--- src/seq_pkg.sv ---
// Shared types and constants for the step-down sequencing core.
// Assumes a single 20 MHz clock domain and comparator inputs already synchronous.
`default_nettype none
package seq_pkg;

  timeunit 1ns;
  timeprecision 1ns;

  localparam int          CLK_HZ            = 20_000_000;
  localparam logic [2:0]  QUAL_TARGET       = 3'h7;
  localparam logic [2:0]  QUAL_ZERO         = 3'h0;
  localparam int          RAMP_DONE_PCT     = 90;
  localparam int          SHUTDOWN_MV       = 125;
  localparam int          ENABLE_MV         = 210;
  localparam int          SWITCH_MV         = 850;
  localparam logic [1:0]  SYNC_EDGE_PATTERN = 2'h1;

  typedef enum logic [1:0] {
    VAR_SOURCE_ONLY = 2'b00,
    VAR_SOURCE_SINK = 2'b01,
    VAR_PREBIAS     = 2'b10
  } variant_t;

  typedef enum logic [1:0] {
    ST_OFF     = 2'b00,
    ST_LOCKOUT = 2'b01,
    ST_RUN     = 2'b10
  } seq_state_t;

  // Soft-start node level indications from the analog comparators
  typedef struct packed {
    logic above_enable;
    logic above_shutdown_n;
    logic above_switch;
  } ss_level_t;

  typedef struct packed {
    logic high_side_en;
    logic low_side_en;
  } gate_en_t;

endpackage : seq_pkg
`default_nettype wire

--- src/qual_counter.sv ---
// Three-bit saturating qualification counter.
// Assumes cycle_tick_i is a one-cycle strobe per oscillator period.
`default_nettype none
module qual_counter (
  input  wire logic       ref_clk_i,
  input  wire logic       rst_b_i,
  input  wire logic       cycle_tick_i,
  input  wire logic       count_cond_i,
  input  wire logic       clear_i,
  output logic            done_o
);

  timeunit 1ns;
  timeprecision 1ns;

  logic [2:0] count_r;
  logic [2:0] count_nxt;
  wire        at_target = (count_r == seq_pkg::QUAL_TARGET);

  // Opposite class clears, target saturates
  assign count_nxt = clear_i                   ? seq_pkg::QUAL_ZERO :
                     !cycle_tick_i              ? count_r :
                     !count_cond_i              ? seq_pkg::QUAL_ZERO :
                     at_target                  ? count_r :
                     count_r + 3'h1;

  always_ff @(posedge ref_clk_i or negedge rst_b_i) begin
    if (!rst_b_i) begin
      count_r <= seq_pkg::QUAL_ZERO;
    end else begin
      count_r <= count_nxt;
    end
  end

  assign done_o = at_target;

endmodule : qual_counter
`default_nettype wire

--- src/buck_undervoltage_lockout_startup_sequencer.sv ---
// Sequencing core: undervoltage qualification, soft-start release and gate enables.
// Assumes all comparator and pin inputs are synchronous to ref_clk_i.
// Assumes variant_i is strapped and never changes while the core runs.
`default_nettype none
module buck_undervoltage_lockout_startup_sequencer (
  input  wire logic                 ref_clk_i,
  input  wire logic                 rst_b_i,
  input  wire logic                 osc_pulse_i,
  input  wire logic                 sync_in_i,
  input  wire logic                 ramp_at_90pct_i,
  input  wire seq_pkg::ss_level_t   ss_level_i,
  input  wire seq_pkg::variant_t    variant_i,
  input  wire logic                 pwm_high_i,
  input  wire logic                 zero_current_i,
  output logic                      osc_sync_o,
  output logic                      ramp_start_o,
  output logic                      power_good_o,
  output logic                      ss_discharge_o,
  output logic                      core_enable_o,
  output logic                      uv_cycle_o,
  output seq_pkg::gate_en_t         gate_en_o
);

  timeunit 1ns;
  timeprecision 1ns;

  seq_pkg::seq_state_t state_r;
  seq_pkg::seq_state_t state_nxt;
  logic                en_r;
  logic                en_nxt;
  logic                sync_d_r;
  logic                hs_seen_r;
  logic                hs_seen_nxt;
  logic                uv_cycle_r;
  logic                uv_cycle_nxt;
  logic                pg_r;
  logic                pg_nxt;
  seq_pkg::gate_en_t   gate_r;
  seq_pkg::gate_en_t   gate_nxt;

  // Run-phase decode, shared by the state, power-good and drive paths
  function automatic logic is_run(input seq_pkg::seq_state_t s);
    return (s == seq_pkg::ST_RUN);
  endfunction : is_run

  // Debounce verdicts: each tally needs seven like cycles in a row
  wire good_done;
  wire bad_done;
  wire cycle_good = ramp_at_90pct_i;
  // Phase decodes
  wire in_lockout = (state_r == seq_pkg::ST_LOCKOUT);
  wire in_run     = is_run(state_r);
  // Low mark acts at once, so power good never outlives the shutdown edge
  wire shut_now   = !ss_level_i.above_shutdown_n;

  // Shutdown hysteresis: off at or below low mark, on at or above high mark
  assign en_nxt = shut_now                     ? 1'b0 :
                  ss_level_i.above_enable      ? 1'b1 :
                  en_r;

  // Good tally runs only in lockout; any other phase holds it at zero
  qual_counter u_good_cnt (
    .ref_clk_i    (ref_clk_i),
    .rst_b_i      (rst_b_i),
    .cycle_tick_i (osc_pulse_i),
    .count_cond_i (cycle_good),
    .clear_i      (!in_lockout),
    .done_o       (good_done)
  );

  // Bad tally runs only in run, so a restart never inherits old counts
  qual_counter u_bad_cnt (
    .ref_clk_i    (ref_clk_i),
    .rst_b_i      (rst_b_i),
    .cycle_tick_i (osc_pulse_i),
    .count_cond_i (!cycle_good),
    .clear_i      (!in_run),
    .done_o       (bad_done)
  );

  // Off: core idle; lockout: input being qualified; run: soft-start released
  always_comb begin
    state_nxt = state_r;
    unique case (state_r)
      seq_pkg::ST_OFF: begin
        if (en_r && !shut_now) begin
          state_nxt = seq_pkg::ST_LOCKOUT;
        end
      end
      seq_pkg::ST_LOCKOUT: begin
        if (!en_r || shut_now) begin
          state_nxt = seq_pkg::ST_OFF;
        end else if (good_done) begin
          state_nxt = seq_pkg::ST_RUN;
        end
      end
      seq_pkg::ST_RUN: begin
        if (!en_r || shut_now) begin
          state_nxt = seq_pkg::ST_OFF;
        end else if (bad_done) begin
          state_nxt = seq_pkg::ST_LOCKOUT;
        end
      end
      default: begin
        // Unused code falls back to off
        state_nxt = seq_pkg::ST_OFF;
      end
    endcase
  end

  // Drives may switch only in run, above the switching level
  wire switching = in_run && is_run(state_nxt)
                   && ss_level_i.above_switch;

  // Rectifier gating per variant; zero-current input only meaningful for source-only
  wire prebias_mode = (variant_i == seq_pkg::VAR_PREBIAS);
  wire source_only  = (variant_i == seq_pkg::VAR_SOURCE_ONLY);
  wire ls_allowed   = prebias_mode ? hs_seen_r :
                      source_only  ? !zero_current_i :
                      1'b1;

  // Drive enables follow the modulator phase only while switching is allowed
  assign gate_nxt.high_side_en = switching && pwm_high_i;
  assign gate_nxt.low_side_en  = switching && !pwm_high_i && ls_allowed;

  // Rectifier permission is forgotten on leaving run, so every restart waits again
  assign hs_seen_nxt  = in_run && (hs_seen_r || gate_nxt.high_side_en);
  // Class holds between pulses so the last verdict stays visible
  assign uv_cycle_nxt = osc_pulse_i ? !cycle_good : uv_cycle_r;
  assign pg_nxt       = is_run(state_nxt);

  // Sequencer state
  always_ff @(posedge ref_clk_i or negedge rst_b_i) begin
    if (!rst_b_i) begin
      state_r <= seq_pkg::ST_OFF;
    end else begin
      state_r <= state_nxt;
    end
  end

  // Enable hysteresis flop
  always_ff @(posedge ref_clk_i or negedge rst_b_i) begin
    if (!rst_b_i) begin
      en_r <= 1'b0;
    end else begin
      en_r <= en_nxt;
    end
  end

  // One-stage history for sync edges; idles low like a grounded pin
  always_ff @(posedge ref_clk_i or negedge rst_b_i) begin
    if (!rst_b_i) begin
      sync_d_r <= 1'b0;
    end else begin
      sync_d_r <= sync_in_i;
    end
  end

  // Set once the high side has been driven in this run
  always_ff @(posedge ref_clk_i or negedge rst_b_i) begin
    if (!rst_b_i) begin
      hs_seen_r <= 1'b0;
    end else begin
      hs_seen_r <= hs_seen_nxt;
    end
  end

  // Last oscillator cycle class
  always_ff @(posedge ref_clk_i or negedge rst_b_i) begin
    if (!rst_b_i) begin
      uv_cycle_r <= 1'b0;
    end else begin
      uv_cycle_r <= uv_cycle_nxt;
    end
  end

  // From the next state, so power good and run begin on one edge
  always_ff @(posedge ref_clk_i or negedge rst_b_i) begin
    if (!rst_b_i) begin
      pg_r <= 1'b0;
    end else begin
      pg_r <= pg_nxt;
    end
  end

  // Registered drives; gates stay off on the edge that enters run
  always_ff @(posedge ref_clk_i or negedge rst_b_i) begin
    if (!rst_b_i) begin
      gate_r <= '0;
    end else begin
      gate_r <= gate_nxt;
    end
  end

  // Rising sync edge retimes the oscillator; grounded input gives no edges
  assign osc_sync_o     = ({sync_d_r, sync_in_i} == seq_pkg::SYNC_EDGE_PATTERN);
  assign ramp_start_o   = osc_pulse_i;
  assign power_good_o   = pg_r;
  assign ss_discharge_o = !pg_r;
  assign core_enable_o  = en_r;
  assign uv_cycle_o     = uv_cycle_r;
  assign gate_en_o      = gate_r;

endmodule : buck_undervoltage_lockout_startup_sequencer
`default_nettype wire

--- config.mk ---
export PLATFORM = sky130hd
export DESIGN_NAME = buck_undervoltage_lockout_startup_sequencer
export DESIGN_NICKNAME = d
export VERILOG_FILES = /design/src/seq_pkg.sv /design/src/qual_counter.sv /design/src/buck_undervoltage_lockout_startup_sequencer.sv
export SDC_FILE = /design/constraint.sdc
export NUM_CORES = 1
export LEC_CHECK = 0
export BUFFER_PORTS_ARGS = -buffer_cell sky130_fd_sc_hd__buf_2
export CAP_MARGIN = 20
export CORE_MARGIN = 5
export CORE_UTILIZATION = 54
export CTS_BUF_LIST = sky130_fd_sc_hd__clkbuf_8
export DETAILED_ROUTE_END_ITERATION = 8
export PLACE_DENSITY_LB_ADDON = 0.08
export SYNTH_ARGS = -nofsm -noshare
export SYNTH_HDL_FRONTEND = slang
export SYNTH_SLANG_ARGS = --single-unit
--- constraint.sdc ---
create_clock -name ref_clk_i -period 2.05 [get_ports ref_clk_i]
set_input_delay 0.205 -clock ref_clk_i [delete_from_list [all_inputs] [get_ports ref_clk_i]]
set_output_delay 0.205 -clock ref_clk_i [all_outputs]
set_load 0.05 [all_outputs]
After elaboration in Yosys (flattened, before gate mapping). Index checks and enable logic that the tools add are counted.

Output and inout port bits: 8. RAM bits: 0. Memory bits (read-only): 0. Logic and storage cells: 61. Latch bits: 0. Bits in registers: 15. Memories kept: 0.

Reduce and logical (&&, ||, !) cells: 19. Multipliers: 0. Shift operators: 0. Div/mod/pow operators: 0. Bitwise gates (word level): 0. Add/subtract/negate cells: 2. $lt $le $gt $ge: 0. Muxes and demuxes: 18. Equality and inequality tests: 12.

Operators with widths (number): $mux 3 (8); $mux 2 (5); $logic_and 1x1->1 (7); $add 3x1->3 const B (2); $eq 2x2->1 const B (3); $eq 3x3->1 const B (2); $logic_not 1->1 (6); $ne 3x3->1 const B (2); $pmux 2 s3 (1); $eq 2x1->1 const B (2); $logic_not 2->1 (2); $mux 1 (4); $ne 2x2->1 const B (2); $reduce_and 2->1 (2); $logic_or 1x1->1 (2); $ne 2x1->1 const B (1).

Depth between registers and ports, before layout.
Word-level depth: 10. Depth in mapped cells: 5. Depth with buffers taken out: 5.

Cells and area by module. Synthesis repeated with hierarchy kept, for this count alone.

Cell total of the unflattened synthesis: 67. Area total of the unflattened synthesis: 745.7 sq um.

Modules (own cells, without submodules): buck_undervoltage_lockout_startup_sequencer (seq. area each 225.2 sq um, cells an instance 35, area an instance 402.9 sq um, instances 1); qual_counter (seq. area each 75.1 sq um, cells an instance 16, area an instance 171.4 sq um, instances 2).

Least setup slack after synthesis. Ideal clock, no wire load.

Path type: register to register. From: register u_bad_cnt.count_r[0]. To: register gate_r (netlist bit gate_en_o[1]). Setup time: 0.094 ns. Path buffers: 0. Period minus slack after synthesis: 1.453 ns. Path slack: 0.597 ns. Stages on the path, launching flop included: 5. Arrival: 1.358 ns. Cell sequence: dfrtp_1 ha_1 ha_1 o22a_4 nor4b_4.

RTL lines: start, declared (RTL line qual_counter.sv:16) `logic [2:0] count_r;`; start signal, assigned (RTL line qual_counter.sv:29) `count_r <= seq_pkg::QUAL_ZERO;`; start signal, assigned (RTL line qual_counter.sv:31) `count_r <= count_nxt;`; end signal, assigned (RTL line buck_undervoltage_lockout_startup_sequencer.sv:191) `gate_r <= gate_nxt;`; end, declared (RTL line buck_undervoltage_lockout_startup_sequencer.sv:38) `seq_pkg::gate_en_t gate_r;`.

==> flow_summary.rst <==
.. list-table::
   :header-rows: 1

   * - Metric
     - Value
   * - Outcome
     - finished clean
   * - Leading cell types in the layout, fill and taps excluded
     - buf_2 (19), dfrtp_1 (15), nand2b_1 (7), a21oi_1 (6), nand3_1 (5)
   * - Fraction of final layout cells sized beyond drive strength 1
     - 0.313
   * - Flop and latch count out of synthesis
     - 15
   * - Footprint of the multi-input gates
     - 408 um^2
   * - Class of the tightest hold or removal check
     - input port to flop
   * - Most common library cell in the layout ignoring fill and taps
     - buf_2
   * - Post-CTS repair timing setup buffer count
     - 0
   * - CTS clock-pin slew for the worst setup and hold paths
     - 60 ps
   * - Number of unique standard cell types used by synthesis
     - 30
   * - Worst slew pin tran
     - approximately 340 ps
   * - Area Overhead vs Synth
     - 19.1%
   * - Global-route wire length before repair
     - 2620 um
   * - Worst reg2reg path endpoint
     - gate_en_o[0]
   * - Total power density per cell area
     - 636 nW/um^2
   * - Area after detailed placement
     - 910 um^2
   * - End of the worst hold path
     - sync_d_r
   * - I/O Pins
     - 20
   * - Number of instances in the synthesized netlist
     - 75
   * - Aggregate global-route resource usage
     - 0.140
   * - Later-pin clock latency in the skew report
     - 250 ps
   * - Placer Congestion
     - approximately 0.76
   * - Number of DRC violations after detailed routing
     - 0
   * - Vertical die dimension
     - 48.8 um
   * - Total power of the final layout
     - about 0.0006 W
   * - Final hold violation count
     - 0
   * - Syn_area_per_cell
     - 10.8 um^2
   * - Row count
     - 14
   * - Reg2Reg Launch Point
     - u_bad_cnt.count_r[0]
   * - N_diodes
     - 0
   * - Max-slew violation total from the final report
     - 0
   * - Highest attainable clock frequency
     - 631 MHz
   * - Tightest slew margin relative to the limit
     - 0.775
   * - Leakage power summed over all cells
     - roughly 0.47 nW
   * - Die width
     - 48.8 um
   * - Final net count
     - 113
   * - Type of element capturing the critical path
     - flop
   * - H-tree depth reported by CTS
     - 1
   * - Number of clock sinks
     - 15
   * - Routed vias
     - roughly 630
   * - Setup-failing EPs final
     - 0
   * - Number of detailed-route iterations in the first pass
     - 4
   * - Total overflow reported by the global router
     - 0
   * - Setup repair after global routing missed its margin
     - false
   * - Area of the die
     - roughly 2400 um^2
   * - Max Buffers Root-to-Sink
     - 2
   * - Path type of the worst setup path
     - flop to flop
   * - Post-route standard cell area excluding fillers
     - 966 um^2
   * - Average via count per standard cell
     - roughly 5.6
   * - Area inside the core boundary
     - 1470 um^2
   * - Net count of the mapped netlist
     - 91
   * - Final worst path period share
     - 0.772
   * - Final-layout setup total negative slack
     - 0 ps
   * - Final routed wirelength across all metal layers
     - about 1500 um
   * - Depth of the worst register-to-register path
     - 4
   * - Launch point of the worst hold path
     - sync_in_i
   * - Data required time of the critical path
     - 2200 ps
   * - Remaining antenna violation count after routing
     - 0
   * - Clock period minus worst slack
     - ~1600 ps
   * - Initial DRC Count
     - 12
   * - Antenna violations before repair
     - 0
   * - Arr. time, crit path
     - 1730 ps
   * - Pin count of the biggest net entering global routing
     - 16
   * - Number of fill cells in the layout
     - approximately 130
   * - Critical path fanouts, max
     - 7
   * - TritonCTS Buffers
     - 3
   * - Number of cells traversed by the worst hold path
     - 1
   * - Mapped cell area
     - 811 um^2
   * - Sequential cell area fraction in the yosys report
     - 0.463
   * - Clk root buf
     - clkbuf_8
   * - CTS tree
     - built
   * - IO Port Bufs
     - 19
   * - Worst setup skew after layout
     - 5.12 ps
   * - Sequential cell area
     - 375 um^2
   * - Number of max-cap violations
     - 0
   * - Worst hold-check slack
     - 68.1 ps
   * - Number of global-route vias before repair
     - 639
   * - Flop2flop setup slack
     - 470 ps
   * - DP HPWL
     - 1160 um
   * - Starting density of the core
     - 0.551
   * - Nature of the critical path startpoint
     - flop
   * - Total number of yosys warnings
     - 0
   * - Maximum ir drop on the vdd rail
     - roughly 500 uV
   * - Wire per inst
     - 13.8 um
cell usage after synthesis (all sizes together):
cell / count / share of area
a21oi: 6 / 0.037
a31oi: 2 / 0.015
a32oi: 1 / 0.011
and2: 1 / 0.0077
and2b: 1 / 0.011
buf: 2 / 0.015
clkbuf: 1 / 0.0046
dfrtp: 15 / 0.46
ha: 4 / 0.062
inv: 3 / 0.014
mux2i: 1 / 0.012
nand2: 3 / 0.014
nand2b: 9 / 0.088
nand3: 5 / 0.031
nand3b: 1 / 0.0093
nand4: 1 / 0.0077
nor2: 4 / 0.019
nor2b: 4 / 0.031
nor3b: 2 / 0.019
nor4: 1 / 0.015
nor4b: 1 / 0.029
nor4bb: 1 / 0.012
o21a: 1 / 0.0093
o21ai: 1 / 0.0062
o22a: 2 / 0.032
o31ai: 2 / 0.025
sequential cells by signal, indices dropped and copies added, names as in the netlist:
| signal | count |
|---|---|
| power_good_o | 1 |
| u_good_cnt.count_r | 3 |
| gate_en_o | 2 |
| sync_d_r | 1 |
| u_bad_cnt.count_r | 3 |
| hs_seen_r | 1 |
| uv_cycle_o | 1 |
| state_r | 2 |
| core_enable_o | 1 |
area by class of cell:
class | instances | share of cell area
multi-input combinational | 54 | 0.422
sequential | 15 | 0.389
timing repair buffer | 20 | 0.109
clock buffer | 3 | 0.0427
tap | 16 | 0.0207
inverter | 3 | 0.0117
clock inverter | 1 | 0.00518
through the flow:
stage	instances	setup WS, ps	util
CTS	112	456	0.656
detailed placement	107	473	0.618
global placement	107	559	0.618
finish	112	466	0.656
floorplan	75	597	-
global route	112	380	0.656
where the power goes:
part	switching, W	internal, W
registers	0.00000452	0.000302
logic	0.0000455	0.0000245
clock network	0.000104	0.000134
total	0.000154	0.000461
routing by layer:
metal  wire [um]  part of all wire  track usage  vias to the layer above
met3          45             0.029       0.0337                        2
met1         694              0.45        0.169                      304
met2         790              0.51        0.226                        7
met5           0                 0            0                        -
li1            -                 -            -                      312
met4          11            0.0071       0.0807                        0
repair_timing:
action | 4_1_cts | 5_1_grt
gates resized for setup | 0 | 0
hold buffers | 1 | 0
endpoints found under the hold margin | 15 | 0
cell families (layout without fill, tap and decap cells):
logic type	Yosys count	count (layout)	synth area share
AOI/OAI and AO/OA	15	15	0.136
DFF	15	15	0.463
and+or+nand+nor	34	34	0.293
adders and majority gates	4	4	0.0617
buffers and inverters	6	27	0.0339
muxes	1	1	0.0123
critical path, cell delays in order (launching register included):
cell	delay, ps
dfrtp_1	410
ha_1	230
ha_1	280
o22a_4	310
nor4_2	270
worst max path at each step:
stage	from	end	slack [ps]	cells after the start
finish	u_bad_cnt.count_r[0]	gate_en_o[0]	470	4
CTS	u_bad_cnt.count_r[0]	u_bad_cnt.count_r[0]	460	5
floorplan	u_bad_cnt.count_r[0]	gate_en_o[1]	600	4
detailed placement	u_bad_cnt.count_r[0]	u_bad_cnt.count_r[0]	470	5
global route	u_bad_cnt.count_r[0]	u_bad_cnt.count_r[0]	380	5
global placement	u_bad_cnt.count_r[0]	gate_en_o[1]	560	4
Note: power is estimated with default switching activity, not from simulation.
